`src/rtl/pao_pkg.sv`:
```
// Package for the port A alternative function override block
package pao_pkg;
	localparam int PORT_WIDTH = 8;

	// Pin positions of alternative functions
	localparam int PIN_SPI_SCK_DEF   = 4;
	localparam int PIN_SPI_MISO_DEF  = 5;
	localparam int PIN_SPI_MOSI_DEF  = 6;
	localparam int PIN_SPI_SS_DEF    = 7;
	localparam int PIN_SPI_MISO_ALT  = 0;
	localparam int PIN_SPI_MOSI_ALT  = 1;
	localparam int PIN_SPI_SS_ALT    = 2;
	localparam int PIN_SPI_SCK_ALT   = 3;
	localparam int PIN_SER0_TX_DEF   = 1;
	localparam int PIN_SER0_RX       = 2;
	localparam int PIN_SER0_TX_ALT   = 7;
	localparam int PIN_SER0_XCK      = 3;
	localparam int PIN_SER1_RX       = 4;
	localparam int PIN_SER1_TX       = 5;
	localparam int PIN_SER1_XCK      = 6;
	localparam int PIN_I2C_SCL       = 4;
	localparam int PIN_I2C_SDA       = 6;
	localparam int PIN_TIMER_CMP_LO  = 1;
	localparam int NUM_TIMER_CMP     = 7;
	localparam int PIN_TIMER0_CLK    = 3;
	localparam int PIN_TIMER1_CLK    = 4;
	localparam int PIN_TIMER2_CLK    = 5;
	localparam int PIN_CAPTURE       = 7;
	localparam int PIN_CMP0_OUT      = 5;
	localparam int PIN_CMP1_OUT      = 6;

	localparam logic [PORT_WIDTH-1:0] PORT_RESET = 8'h00;

	// One override group per pin set, one bit per pin
	typedef struct packed {
		logic [PORT_WIDTH-1:0] pullup_override_en;
		logic [PORT_WIDTH-1:0] pullup_override_val;
		logic [PORT_WIDTH-1:0] dir_override_en;
		logic [PORT_WIDTH-1:0] dir_override_val;
		logic [PORT_WIDTH-1:0] value_override_en;
		logic [PORT_WIDTH-1:0] value_override_val;
		logic [PORT_WIDTH-1:0] toggle_override_en;
		logic [PORT_WIDTH-1:0] input_en_override_en;
		logic [PORT_WIDTH-1:0] input_en_override_val;
	} pao_override_type;

	// Pad controls for the whole port
	typedef struct packed {
		logic [PORT_WIDTH-1:0] pullup_en;
		logic [PORT_WIDTH-1:0] drive_en;
		logic [PORT_WIDTH-1:0] drive_val;
		logic [PORT_WIDTH-1:0] input_en;
	} pao_pad_type;

	// Port register write bundle, strobes shared by the port
	typedef struct packed {
		logic                  wr_pullup;
		logic                  wr_dir;
		logic                  wr_out;
		logic                  wr_toggle;
		logic [PORT_WIDTH-1:0] wdata;
	} pao_regwr_type;
endpackage

```
`src/rtl/pao_pin_mux.sv`:
```
// Override selection for one port pin
module pao_pin_mux (
	input  wire logic i_pullup_bit,
	input  wire logic i_direction_bit,
	input  wire logic i_output_bit,
	input  wire logic i_sleep_clamp,
	input  wire logic i_pu_oe,
	input  wire logic i_pu_ov,
	input  wire logic i_dd_oe,
	input  wire logic i_dd_ov,
	input  wire logic i_pv_oe,
	input  wire logic i_pv_ov,
	input  wire logic i_die_oe,
	input  wire logic i_die_ov,
	output logic      o_pullup_en,
	output logic      o_drive_en,
	output logic      o_drive_val,
	output logic      o_input_en
);
	assign o_pullup_en = i_pu_oe ? i_pu_ov : (i_pullup_bit == 1'b1);
	assign o_drive_en  = i_dd_oe ? i_dd_ov : i_direction_bit;
	assign o_drive_val = o_drive_en & (i_pv_oe ? i_pv_ov : i_output_bit);
	assign o_input_en  = i_die_oe ? i_die_ov : ~i_sleep_clamp;
endmodule

```
`src/rtl/pao_sync2.sv`:
```
// Two flip-flop synchroniser for one bit
module pao_sync2 (
	input  wire logic i_sys_clk,
	input  wire logic i_sys_rst,
	input  wire logic i_clk_en,
	input  wire logic i_async,
	output logic      o_sync
);
	logic meta;

	always_ff @(posedge i_sys_clk or posedge i_sys_rst) begin
		if (i_sys_rst) begin
			meta   <= 1'b0;
			o_sync <= 1'b0;
		end else if (i_clk_en) begin
			meta   <= i_async;
			o_sync <= meta;
		end
	end
endmodule

```
`src/rtl/pao_port_a.sv`:
```
// Port A registers, pin override muxing and peripheral routing
// How it works
// - Pull-up override enable high: pull-up follows override value.
// - No pull-up override: pull-up on when pull-up register bit is one.
// - Direction override enable high: driver follows override value.
// - No direction override: driver enabled from direction register bit.
// - Value override high while driving: pin takes value override.
// - No value override while driving: pin takes output register bit.
// - Toggle override enable high inverts the output register bit.
// - Input-enable override high: input enable follows override value.
// - No input override: input enabled unless sleep clamp active.
// - Peripherals see pad input before the port read synchroniser.
// - Register strobes shared per port; other overrides per pin.
// - SPI default pins: clock 4, in 5, out 6, select 7.
// - SPI alternative pins: in 0, out 1, select 2, clock 3.
// - Serial 0: transmit 1, receive 2, alt transmit 7, clock 3.
// - Serial 1: receive 4, transmit 5, transfer clock 6.
// - Timer compare channels 0 to 6 on bits 1 to 7.
// - Each port bit n is pin change source n.
// - Timer clocks on bits 3, 4, 5; capture input bit 7.
// - Comparator 0 output on bit 5, comparator 1 on bit 6.
module pao_port_a
	import pao_pkg::*;
(
	input  wire logic                           i_sys_clk,
	input  wire logic                           i_sys_rst,
	input  wire logic                           i_clk_en,
	input  wire logic                           i_sleep_clamp,
	input  wire pao_pkg::pao_regwr_type         i_regwr,
	input  wire pao_pkg::pao_override_type      i_ovr,
	input  wire logic [pao_pkg::PORT_WIDTH-1:0] i_pad_in,
	output pao_pkg::pao_pad_type                o_pad,
	output logic [pao_pkg::PORT_WIDTH-1:0]      o_pin_pullup_bit,
	output logic [pao_pkg::PORT_WIDTH-1:0]      o_pin_direction_bit,
	output logic [pao_pkg::PORT_WIDTH-1:0]      o_pin_output_bit,
	output logic [pao_pkg::PORT_WIDTH-1:0]      o_pin_read,
	output logic [pao_pkg::PORT_WIDTH-1:0]      o_pin_digital_in,
	output logic [pao_pkg::PORT_WIDTH-1:0]      o_pin_change_src,
	output logic                                o_spi_sck_def_in,
	output logic                                o_spi_mosi_def_in,
	output logic                                o_spi_ss_def_in,
	output logic                                o_spi_miso_def_in,
	output logic                                o_spi_sck_alt_in,
	output logic                                o_spi_mosi_alt_in,
	output logic                                o_spi_ss_alt_in,
	output logic                                o_spi_miso_alt_in,
	output logic                                o_serial0_rx,
	output logic                                o_serial0_xfer_clk,
	output logic                                o_serial1_rx,
	output logic                                o_serial1_xfer_clk,
	output logic                                o_i2c_scl_in,
	output logic                                o_i2c_sda_in,
	output logic                                o_timer0_ext_clk,
	output logic                                o_timer1_ext_clk,
	output logic                                o_timer2_ext_clk,
	output logic                                o_capture_input,
	output logic [pao_pkg::PORT_WIDTH-1:0]      o_pin_digital_en
);
	import pao_pkg::*;

	logic [PORT_WIDTH-1:0] pin_pullup_bit;
	logic [PORT_WIDTH-1:0] pin_direction_bit;
	logic [PORT_WIDTH-1:0] pin_output_bit;
	logic [PORT_WIDTH-1:0] next_output_bit;
	logic [PORT_WIDTH-1:0] pad_pullup_en;
	logic [PORT_WIDTH-1:0] pad_drive_en;
	logic [PORT_WIDTH-1:0] pad_drive_val;
	logic [PORT_WIDTH-1:0] pad_input_en;
	logic [PORT_WIDTH-1:0] gated_in;

	always_ff @(posedge i_sys_clk or posedge i_sys_rst) begin
		if (i_sys_rst) begin
			pin_pullup_bit <= PORT_RESET;
		end else if (i_clk_en && i_regwr.wr_pullup) begin
			pin_pullup_bit <= i_regwr.wdata;
		end
	end

	always_ff @(posedge i_sys_clk or posedge i_sys_rst) begin
		if (i_sys_rst) begin
			pin_direction_bit <= PORT_RESET;
		end else if (i_clk_en && i_regwr.wr_dir) begin
			pin_direction_bit <= i_regwr.wdata;
		end
	end

	always_comb begin
		next_output_bit = pin_output_bit;
		if (i_regwr.wr_out) begin
			next_output_bit = i_regwr.wdata;
		end
		if (i_regwr.wr_toggle) begin
			next_output_bit = next_output_bit ^ i_regwr.wdata;
		end
		// Per-pin toggle is applied last so it inverts the result of any register write
		next_output_bit = next_output_bit ^ i_ovr.toggle_override_en;
	end

	always_ff @(posedge i_sys_clk or posedge i_sys_rst) begin
		if (i_sys_rst) begin
			pin_output_bit <= PORT_RESET;
		end else if (i_clk_en) begin
			pin_output_bit <= next_output_bit;
		end
	end

	for (genvar n = 0; n < PORT_WIDTH; n++) begin : g_pin
		pao_pin_mux u_mux (
			.i_pullup_bit    (pin_pullup_bit[n]),
			.i_direction_bit (pin_direction_bit[n]),
			.i_output_bit    (pin_output_bit[n]),
			.i_sleep_clamp   (i_sleep_clamp),
			.i_pu_oe         (i_ovr.pullup_override_en[n]),
			.i_pu_ov         (i_ovr.pullup_override_val[n]),
			.i_dd_oe         (i_ovr.dir_override_en[n]),
			.i_dd_ov         (i_ovr.dir_override_val[n]),
			.i_pv_oe         (i_ovr.value_override_en[n]),
			.i_pv_ov         (i_ovr.value_override_val[n]),
			.i_die_oe        (i_ovr.input_en_override_en[n]),
			.i_die_ov        (i_ovr.input_en_override_val[n]),
			.o_pullup_en     (pad_pullup_en[n]),
			.o_drive_en      (pad_drive_en[n]),
			.o_drive_val     (pad_drive_val[n]),
			.o_input_en      (pad_input_en[n])
		);

		// Port read path gets its own synchroniser
		pao_sync2 u_sync (
			.i_sys_clk (i_sys_clk),
			.i_sys_rst (i_sys_rst),
			.i_clk_en  (i_clk_en),
			.i_async   (gated_in[n]),
			.o_sync    (o_pin_read[n])
		);
	end

	// Clamp to ground when the input is disabled
	assign gated_in = i_pad_in & pad_input_en;

	assign o_pad.pullup_en = pad_pullup_en;
	assign o_pad.drive_en  = pad_drive_en;
	assign o_pad.drive_val = pad_drive_val;
	assign o_pad.input_en  = pad_input_en;

	assign o_pin_pullup_bit    = pin_pullup_bit;
	assign o_pin_direction_bit = pin_direction_bit;
	assign o_pin_output_bit    = pin_output_bit;
	assign o_pin_digital_en    = pad_input_en;

	assign o_pin_digital_in = gated_in;
	assign o_pin_change_src = gated_in;

	assign o_spi_sck_def_in  = gated_in[PIN_SPI_SCK_DEF];
	assign o_spi_miso_def_in = gated_in[PIN_SPI_MISO_DEF];
	assign o_spi_mosi_def_in = gated_in[PIN_SPI_MOSI_DEF];
	assign o_spi_ss_def_in   = gated_in[PIN_SPI_SS_DEF];
	assign o_spi_miso_alt_in = gated_in[PIN_SPI_MISO_ALT];
	assign o_spi_mosi_alt_in = gated_in[PIN_SPI_MOSI_ALT];
	assign o_spi_ss_alt_in   = gated_in[PIN_SPI_SS_ALT];
	assign o_spi_sck_alt_in  = gated_in[PIN_SPI_SCK_ALT];
	assign o_serial0_rx       = gated_in[PIN_SER0_RX];
	assign o_serial0_xfer_clk = gated_in[PIN_SER0_XCK];
	assign o_serial1_rx       = gated_in[PIN_SER1_RX];
	assign o_serial1_xfer_clk = gated_in[PIN_SER1_XCK];
	assign o_i2c_scl_in = gated_in[PIN_I2C_SCL];
	assign o_i2c_sda_in = gated_in[PIN_I2C_SDA];
	assign o_timer0_ext_clk = gated_in[PIN_TIMER0_CLK];
	assign o_timer1_ext_clk = gated_in[PIN_TIMER1_CLK];
	assign o_timer2_ext_clk = gated_in[PIN_TIMER2_CLK];
	assign o_capture_input  = gated_in[PIN_CAPTURE];
endmodule

```
`config.mk`:
```
export PLATFORM = sky130hd
export DESIGN_NAME = pao_port_a
export DESIGN_NICKNAME = d
export VERILOG_FILES = /design/src/rtl/pao_pkg.sv /design/src/rtl/pao_pin_mux.sv /design/src/rtl/pao_sync2.sv /design/src/rtl/pao_port_a.sv
export SDC_FILE = /design/constraint.sdc
export NUM_CORES = 1
export LEC_CHECK = 0
export BUFFER_PORTS_ARGS = -buffer_cell sky130_fd_sc_hd__buf_2
export CAP_MARGIN = 10
export CORE_UTILIZATION = 40
export DETAILED_ROUTE_END_ITERATION = 10
export PLACE_DENSITY_LB_ADDON = 0.25
export SLEW_MARGIN = 0
export SYNTH_ARGS = -nofsm -noshare
export SYNTH_HDL_FRONTEND = slang
export SYNTH_SLANG_ARGS = --single-unit
```
`constraint.sdc`:
```
create_clock -name i_sys_clk -period 3.5 [get_ports i_sys_clk]
set_input_delay 0.175 -clock i_sys_clk [delete_from_list [all_inputs] [get_ports i_sys_clk]]
set_output_delay 0.175 -clock i_sys_clk [all_outputs]
set_load 0.005 [all_outputs]
```
==> out/summary.txt, run 1 <==
status -> finished clean
worst clock skew -> 0.00310 ns
Final Cycle Share -> 41.5%
synthesized flop and latch total -> 40
H-tree depth -> 2
hold_ws -> 0.0480 ns
commonest cells in the netlist -> buf_4 (101), dfrtp_1 (40), mux2_1 (32), mux2_2 (22), inv_1 (19)
ys async rst share -> 100%
Die X -> 93.5 µm
Final setup viols -> 0
DR vias/cell -> 4.79
setup_tns -> 0 ns
cts repair resizes -> 0
Critical Path End -> o_pad[15]
clock transition at the registers of the reported paths -> 0.08 ns
nets -> 548
overall routed net length -> 6960 µm
crit-path cells -> mux2_2 > and2_1 > buf_2
drt drc -> 0
Final Max Slew Viols -> 0
Peak Freq -> 688 MHz
Ant. Diodes -> 0
setup bufs post-CTS -> 0
Yosys warnings -> 0
sequential cell fraction of total power -> 44.3%
syn_area_per_cell -> 9.57 µm²
Synth-to-Final Area Change -> 12.6%
Clk pwr share -> 22.7%
CTS Buf Count -> 5
Longest Clk Path Bufs -> 2
initial core utilization -> 41.0%
sw frac -> 31.2%
Worst R2R Path Depth -> 3
worst-margin pin slew -> 0.854 ns
fill cell count -> 817
Comb power frac -> 33.1%
initial antenna violation count -> 0
Netlist cell types -> 31
Placer Congestion -> 0.710
vias in the first global route -> 2321
most frequent cell after synthesis -> buf_4
Slowest-stage cell, CP -> dfrtp_1
clock latency on the worst-skew pair -> 0.29 ns
internal power -> 0.921 mW
Max-Cap Viols -> 0
Cells after Synth -> 350
worst path required time -> 3.32 ns
Worst R2R Start -> o_pin_output_bit[1]
top_reg_cell synth -> dfrtp_1
Mapped Nets -> 446
Netlist Area Pre-Place -> 3350 µm²
Crit Path Max Fanout -> 6
max incr delay on CP -> 0.45 ns
DRT Pass-1 Iters -> 4
Worst setup EP type -> output port
Crit Path Category -> register to output port
dpl hpwl -> 5470 µm
wire length per cell -> 12.5 µm
reg-to-reg slack, setup -> 2.24 ns
Hold Buf Count CTS -> 0
Power Dens Cells -> 355 nW/µm²
total congestion overflow -> 0
Sink Count -> 40
FP Rows -> 33
post-synth top area share -> 29.9%
EDFF count, synth -> 0
Total GRT Usage -> 16.0%
Data arrival, critical path -> 1.28 ns
Seq/Total Area, Yosys -> 29.9%
CP Launch Point -> o_pin_output_bit[7]
leading area contributor after synthesis -> dfrtp_1
Routed Antenna Nets -> 0
leak pwr -> 1.98 nW
core region area -> 8180 µm²
peak supply drop -> 193 µV
Root Driver -> clkbuf_8
die area -> 8740 µm²
pin count of the biggest net entering global routing -> 43
RSZ-0062 raised after global routing -> false
Reg-to-Reg End -> o_pin_output_bit[1]
Max-slew headroom -> 43.0%
P_sw -> 0.418 mW
Setup crit start kind -> register
via count -> 2674
IO buf count -> 201
Final min period -> 1.45 ns
share of layout cells above drive strength 1 -> 51.7%
first-pass GRT wire length -> 11000 µm
Chip Height -> 93.5 µm
final hold violation count -> 0
worst min path class -> input pin to async pin
CTS tree -> done
Finished Core Util -> 46.1%
I/O pins -> 202
DR iter-0 viols -> 80
top cells by area, synth -> dfrtp_1 (30%), buf_4 (23%), mux2_1 (11%), mux2_2 (7.4%), and2_1 (2.4%)
[through the flow]
| stage | instances | power, mW | cell area (µm²) | setup slack (ns) |
|---|---|---|---|---|
| after CTS | 558 | 1.37 | 3770 | 2.03 |
| after detailed placement | 550 | 1.05 | 3680 | 1.81 |
| after floorplan | 350 | 0.992 | 3350 | 2.29 |
| after global placement | 550 | 1.04 | 3680 | 1.89 |
| final | 558 | 1.34 | 3770 | 2.05 |
| after global routing | 558 | 1.44 | 3770 | 1.98 |
[worst max-delay path: cells and delay by family, from the launching register on]
family                 cells  cell delay, ns
AND/OR/NAND/NOR            1            0.15
flip-flops                 1            0.45
buffers and inverters      1            0.12
multiplexers               1            0.28
[final cells by class]
| cell class | count | area [µm²] | area share (%) |
|---|---|---|---|
| Inverter | 19 | 71.3 | 1.89 |
| Tap cell | 105 | 131 | 3.48 |
| Clock buffer | 5 | 68.8 | 1.82 |
| Clock inverter | 3 | 18.8 | 0.498 |
| Timing Repair Buffer | 201 | 1010 | 26.7 |
| Multi-Input combinational cell | 185 | 1480 | 39.1 |
| Sequential cell | 40 | 1000 | 26.5 |
[flip-flops by register name (all words and copies together) (netlist names)]
signal               cells
o_pin_pullup_bit         8
g_pin.u_sync.meta        8
o_pin_output_bit         8
g_pin.u_sync.o_sync      8
o_pin_direction_bit      8
[layer usage]
metal / vias to the layer above / track usage, % / part of all wire, %
li1: 1304 / - / -
met1: 1251 / 20.6 / 43
met2: 111 / 27.4 / 49
met3: 8 / 3.09 / 6.5
met4: 0 / 4.36 / 1.3
met5: - / 0 / 0
[cell families (layout without fill, tap and decap cells)]
| logic type | count (synthesis) | in the layout | synth area share, % |
|---|---|---|---|
| compound gates | 53 | 53 | 12.0 |
| flops | 40 | 40 | 29.9 |
| xor+xnor | 9 | 9 | 2.35 |
| simple gates | 69 | 69 | 11.5 |
| mux | 54 | 54 | 18.2 |
| buf+inv | 125 | 228 | 26.1 |
[worst min-delay path by stage]
stage / startpoint / endpoint / slack, ns / depth (start not counted)
final: i_sys_rst / g_pin[0].u_sync.o_sync / 0.05 / 2
after global routing: i_sys_rst / g_pin[0].u_sync.meta / 0.13 / 2
after global placement: i_sys_rst / g_pin[0].u_sync.meta / 0.40 / 2
after floorplan: i_ovr[23] / o_pin_output_bit[7] / 0.31 / 1
after CTS: i_sys_rst / g_pin[0].u_sync.meta / 0.08 / 2
after detailed placement: i_sys_rst / g_pin[0].u_sync.meta / 0.41 / 2
[power by group through the flow]
stage	sequential (mW)	combinational (mW)	clock, mW
floorplan	0.581	0.411	0
global placement	0.602	0.438	0
detailed placement	0.605	0.449	0
CTS	0.596	0.450	0.320
global route	0.607	0.497	0.339
finish	0.593	0.443	0.304
[cell usage in the layout, fill, tap and decap left out]
| cell | instances |
|---|---|
| a211o_1 | 2 |
| a211oi_1 | 8 |
| a21oi_1 | 8 |
| a221o_1 | 5 |
| a22oi_1 | 2 |
| and2_1 | 13 |
| and2b_1 | 2 |
| buf_2 | 201 |
| clkbuf_8 | 5 |
| clkinv_2 | 2 |
| clkinv_4 | 1 |
| dfrtp_1 | 40 |
| inv_1 | 18 |
| inv_2 | 1 |
| mux2_1 | 32 |
| mux2_2 | 22 |
| nand2_1 | 13 |
| nand2_4 | 2 |
| nand2b_1 | 11 |
| nor2_1 | 12 |
| nor2b_1 | 11 |
| nor3_1 | 1 |
| o211ai_1 | 3 |
| o21a_1 | 1 |
| o21ai_0 | 9 |
| o221a_1 | 5 |
| o221ai_1 | 8 |
| o2bb2ai_1 | 1 |
| o311ai_1 | 1 |
| or2_1 | 1 |
| or2b_1 | 1 |
| or3b_1 | 2 |
| xnor2_1 | 9 |
Power figures use the tool's default switching activity.
==> inputs of run 2 (changes only) <==
Clock period 3.5 ns to 1.5 ns, I/O delays scaled along.
==> run 2 against run 1 <==
  * Core utilization up 0.73 points
  * First-iteration DRC count up 21%
  * Critical path type unchanged
  * Clock power rose to 2.9 times the previous value
  * Sequential power rose by 130%
  * Sequential share of layout area decreased by 0.42 points
  * Critical endpoint is now o_pad[13]
  * Non-clock buffer count increased by 5
  * Combinational power increased by 140%
  * Die area stayed put
  * Via count increased by 0.15%
  * Critical path depth unchanged
==> out/summary.txt, run 2 (synthesis gave the netlist of run 1 again) <==
Data arrival, critical path -> 1.29 ns
DRT Pass-1 Iters -> 6
Sink Count -> 40
Longest Clk Path Bufs -> 2
Finished Cell Area -> 3830 µm²
wire length per cell -> 12.4 µm
Crit Path Category -> register to output port
Final setup viols -> 0
first-pass GRT wire length -> 11000 µm
Routed Antenna Nets -> 0
I/O pins -> 202
core region area -> 8180 µm²
DR iter-0 viols -> 97
worst min path class -> input pin to register
DR vias/cell -> 4.76
CTS tree -> done
worst path required time -> 1.42 ns
Post-DP Area -> 3710 µm²
total congestion overflow -> 0
Finished Core Util -> 46.9%
Final Cycle Share -> 91.2%
Final min period -> 1.37 ns
dpl hpwl -> 5500 µm
die area -> 8740 µm²
IO buf count -> 201
initial core utilization -> 41.0%
Comb power frac -> 31.7%
initial antenna violation count -> 0
Setup crit start kind -> register
cts repair resizes -> 0
H-tree depth -> 2
drt drc -> 0
P_sw -> 0.972 mW
Synth-to-Final Area Change -> 14.4%
Placer Congestion -> 0.739
Clk pwr share -> 26.5%
fill cell count -> 812
final hold violation count -> 0
GR Util met2 -> 28.4%
Ant. Diodes -> 0
GRT met1 Usage -> 20.0%
Power Dens Cells -> 861 nW/µm²
Total GRT Usage -> 16.1%
Max-Cap Viols -> 0
internal power -> 2.33 mW
pin count of the biggest net entering global routing -> 41
via count -> 2678
overall routed net length -> 6980 µm
sequential cell fraction of total power -> 41.8%
Crit Path Max Fanout -> 6
sw frac -> 29.4%
vias in the first global route -> 2361
cell count after placement -> 554
Die X -> 93.5 µm
status -> finished clean
most frequent cells in the layout -> buf_2 (201), dfrtp_1 (40), mux2_1 (32), mux2_2 (22), inv_1 (18)
GR Layer Usage met3 -> 3.01%
Max-slew headroom -> 63.5%
commonest non-fill, non-tap cell in the layout -> buf_2
leak pwr -> 2.01 nW
reg-to-reg slack, setup -> 0.25 ns
setup_tns -> 0 ns
Worst setup EP type -> output port
clock latency on the worst-skew pair -> 0.29 ns
hold_ws -> 0.0573 ns
peak supply drop -> 414 µV
Chip Height -> 93.5 µm
nets -> 553
busiest grt layer -> met2
worst-margin pin slew -> 0.545 ns
fin cells -> 563
worst clock skew -> 0.00207 ns
FP Rows -> 33
share of layout cells above drive strength 1 -> 51.7%
Root Driver -> clkbuf_8
Final Max Slew Viols -> 0
RSZ-0062 raised after global routing -> false
clock transition at the registers of the reported paths -> 0.08 ns
CTS Buf Count -> 5
Peak Freq -> 731 MHz
## run 2: changes by cell type in the layout (fill, tap and decap cells not counted)
cell | before | now
buf_4 | 0 | 4
bufinv_16 | 0 | 1
dlygate4sd3_1 | 0 | 1
clkinv_4 | 1 | 0
clkbuf_1 | 0 | 1
clkinv_2 | 2 | 1
## run 2: worst max-delay path, cell delays in order, from the launching register on
cell	delay [ns]
dfrtp_1	0.45
mux2_2	0.28
and2_1	0.15
buf_2	0.12
## run 2: repair_timing
item                                    CTS  global route
setup buffers                             0             0
hold endpoints to repair                 40             0
hold buffers                              1             0
endpoints found under the setup margin    0             0
## run 2: cell type report
cell class	instances	area, µm²	area share, %
clock buffers	6	72.6	1.89
clock inverters	2	35.0	0.914
inverters	19	71.3	1.86
multi-input cells	185	1480	38.5
flip-flops and latches	40	1000	26.1
well taps	105	131	3.43
repair buffers	206	1050	27.3
## run 2: path summary, 6_finish.rpt
check,depth (start not counted),endpoint,start
setup reg to reg,3,o_pin_output_bit[1],o_pin_output_bit[1]
hold reg to reg,1,g_pin[1].u_sync.meta,g_pin[1].u_sync.meta
min in group asynchronous,4,g_pin[0].u_sync.meta,i_sys_rst
hold / removal,2,o_pin_pullup_bit[4],i_regwr[4]
setup / recovery,3,o_pad[13],o_pin_output_bit[5]
max in group asynchronous,4,o_pin_output_bit[3],i_sys_rst
## run 2: power by group through the flow
stage / combinational (mW) / clock [mW] / sequential, mW
floorplan: 0.959 / 0 / 1.35
global placement: 1.03 / 0 / 1.40
detailed placement: 1.06 / 0 / 1.41
CTS: 1.07 / 0.908 / 1.39
global route: 1.17 / 0.970 / 1.41
finish: 1.05 / 0.875 / 1.38
## run 2: metrics by stage
stage / total power [mW] / setup slack [ns]
finish: 3.30 / 0.131
global route: 3.56 / 0.0710
CTS: 3.36 / 0.114
detailed placement: 2.47 / 0.148
global placement: 2.43 / 0.197
floorplan: 2.31 / 0.326
## run 2: metal layers
metal,wire [µm],part of all wire [%]
met4,69,0.99
met3,424,6.1
met5,0,0
met2,3480,50
met1,3000,43
==> inputs of run 3 (changes only) <==
Settings changed: SETUP_SLACK_MARGIN set to 0.4.
==> run 3 against run 2 <==
  * Design area increased by 11%
  * Total power is 5.9% higher
  * Highest routed layer unchanged
  * Critical endpoint unchanged
  * Die area did not move
  * Non-clock buffer count is 27 higher
==> out/summary.txt, run 3 (synthesis gave the netlist of run 1 again) <==
Final Max Slew Viols -> 0
via count -> 2832
Placer Congestion -> 0.744
sw frac -> 30.4%
Max-Cap Viols -> 0
share of layout cells above drive strength 1 -> 58.9%
Worst setup EP type -> output port
core region area -> 8180 µm²
Finished Core Util -> 52.1%
I/O pins -> 202
worst setup margin -> 0.152 ns
clock transition at the registers of the reported paths -> 0.08 ns
met3 wire length -> 449 µm
Routed Antenna Nets -> 0
overall routed net length -> 7870 µm
RSZ-0062 raised after global routing -> true
die area -> 8740 µm²
Crit Path Max Fanout -> 2
setup_tns -> 0 ns
total congestion overflow -> 0
register area -> 1000 µm²
Clk pwr share -> 19.6%
dpl hpwl -> 5800 µm
fill cell count -> 816
Crit Path Category -> register to output port
initial antenna violation count -> 0
vias in the first global route -> 2493
Worst R2R Path Depth -> 5
drt drc -> 0
internal power -> 2.43 mW
initial core utilization -> 41.0%
Reg-to-Reg End -> o_pin_output_bit[5]
Slowest-stage cell, CP -> dfrtp_2
worst-margin pin slew -> 0.519 ns
Longest Clk Path Bufs -> 2
crit-path cells -> mux2_4 > and2_4 > buf_2
leak pwr -> 2.25 nW
Met2 Wirelength -> 4150 µm
CTS tree -> done
status -> finished clean
commonest non-fill, non-tap cell in the layout -> buf_2
DRT Pass-1 Iters -> 4
Max-slew headroom -> 65.4%
max incr delay on CP -> 0.44 ns
P_sw -> 1.06 mW
H-tree depth -> 2
Chip Height -> 93.5 µm
FP Rows -> 33
DR vias/cell -> 4.81
reg-to-reg slack, setup -> 0.18 ns
Design Power -> 3.50 mW
Hold EP -> o_pin_output_bit[7]
clock latency on the worst-skew pair -> 0.29 ns
Die X -> 93.5 µm
wire length per cell -> 13.4 µm
Ant. Diodes -> 0
final hold violation count -> 0
hold_ws -> 0.0547 ns
IO buf count -> 201
wire length on met1 -> 3150 µm
worst min path class -> input pin to register
peak supply drop -> 296 µV
Data arrival, critical path -> 1.27 ns
Final min period -> 1.35 ns
first-pass GRT wire length -> 11600 µm
Final Cycle Share -> 89.9%
Final setup viols -> 0
hold path start -> i_ovr[23]
hold depth -> 2
pin count of the biggest net entering global routing -> 28
Power Dens Cells -> 821 nW/µm²
Post-Place Setup Slack -> 0.200 ns
Worst R2R Start -> o_pin_output_bit[5]
Sink Count -> 40
nets -> 580
Setup crit start kind -> register
Comb power frac -> 41.7%
worst clock skew -> 0.00106 ns
Total GRT Usage -> 16.9%
CTS Buf Count -> 5
most frequent cells in the layout -> buf_2 (187), dfrtp_1 (38), mux2_1 (32), buf_4 (24), buf_6 (21)
sequential cell fraction of total power -> 38.7%
Synth-to-Final Area Change -> 27.2%
DR iter-0 viols -> 63
Peak Freq -> 742 MHz
worst path required time -> 1.42 ns
Multi-input gate area -> 1610 µm²
Root Driver -> clkbuf_8
uppermost routed layer -> met4
[run 3: timing repair]
action,in CTS,in global routing
hold buffers,1,0
setup endpoints to repair,40,48
buffers inserted,19,4
hold endpoints to repair,18,0
pin swaps,4,4
gates resized for setup,25,33
[run 3: worst max-delay path by stage]
stage	startpoint	end
final	o_pin_output_bit[5]	o_pad[13]
after global routing	o_pin_output_bit[5]	o_pad[13]
after CTS	o_pin_output_bit[5]	o_pad[13]
after detailed placement	i_clk_en	o_pin_output_bit[7]
after global placement	i_clk_en	o_pin_output_bit[7]
after floorplan	o_pin_output_bit[0]	o_pin_output_bit[0]
[run 3: metrics by stage]
step | instances | area, µm²
6_report | 589 | 4260
5_1_grt | 589 | 4260
4_1_cts | 585 | 4090
3_5_place_dp | 558 | 3740
3_3_place_gp | 558 | 3740
2_1_floorplan | 350 | 3350
[run 3: metal layers]
layer	vias to the layer above	global-route usage [%]
li1	1369	-
met1	1330	19.4
met2	125	32.4
met3	8	2.28
met4	0	4.62
met5	-	0
[run 3: power groups by stage]
stage	registers (mW)	logic (mW)	clock network, mW
floorplan	1.35	0.959	0
global placement	1.40	1.05	0
detailed placement	1.41	1.07	0
CTS	1.36	1.33	0.718
global route	1.38	1.60	0.743
finish	1.35	1.46	0.685
[run 3: layout make-up]
type	count	area share [%]
Timing Repair Buffer	233	32.0
Clock inverter	1	0.117
Clock buffer	6	1.70
Multi-Input combinational cell	185	37.9
Inverter	19	1.67
Tap cell	105	3.08
Sequential cell	40	23.6
[run 3: worst max-delay path: cells and delay by family, from the launching register on]
| kind | cells | cell delay [ns] |
|---|---|---|
| DFF | 1 | 0.44 |
| buffers and inverters | 1 | 0.12 |
| and+or+nand+nor | 1 | 0.13 |
| muxes | 1 | 0.29 |
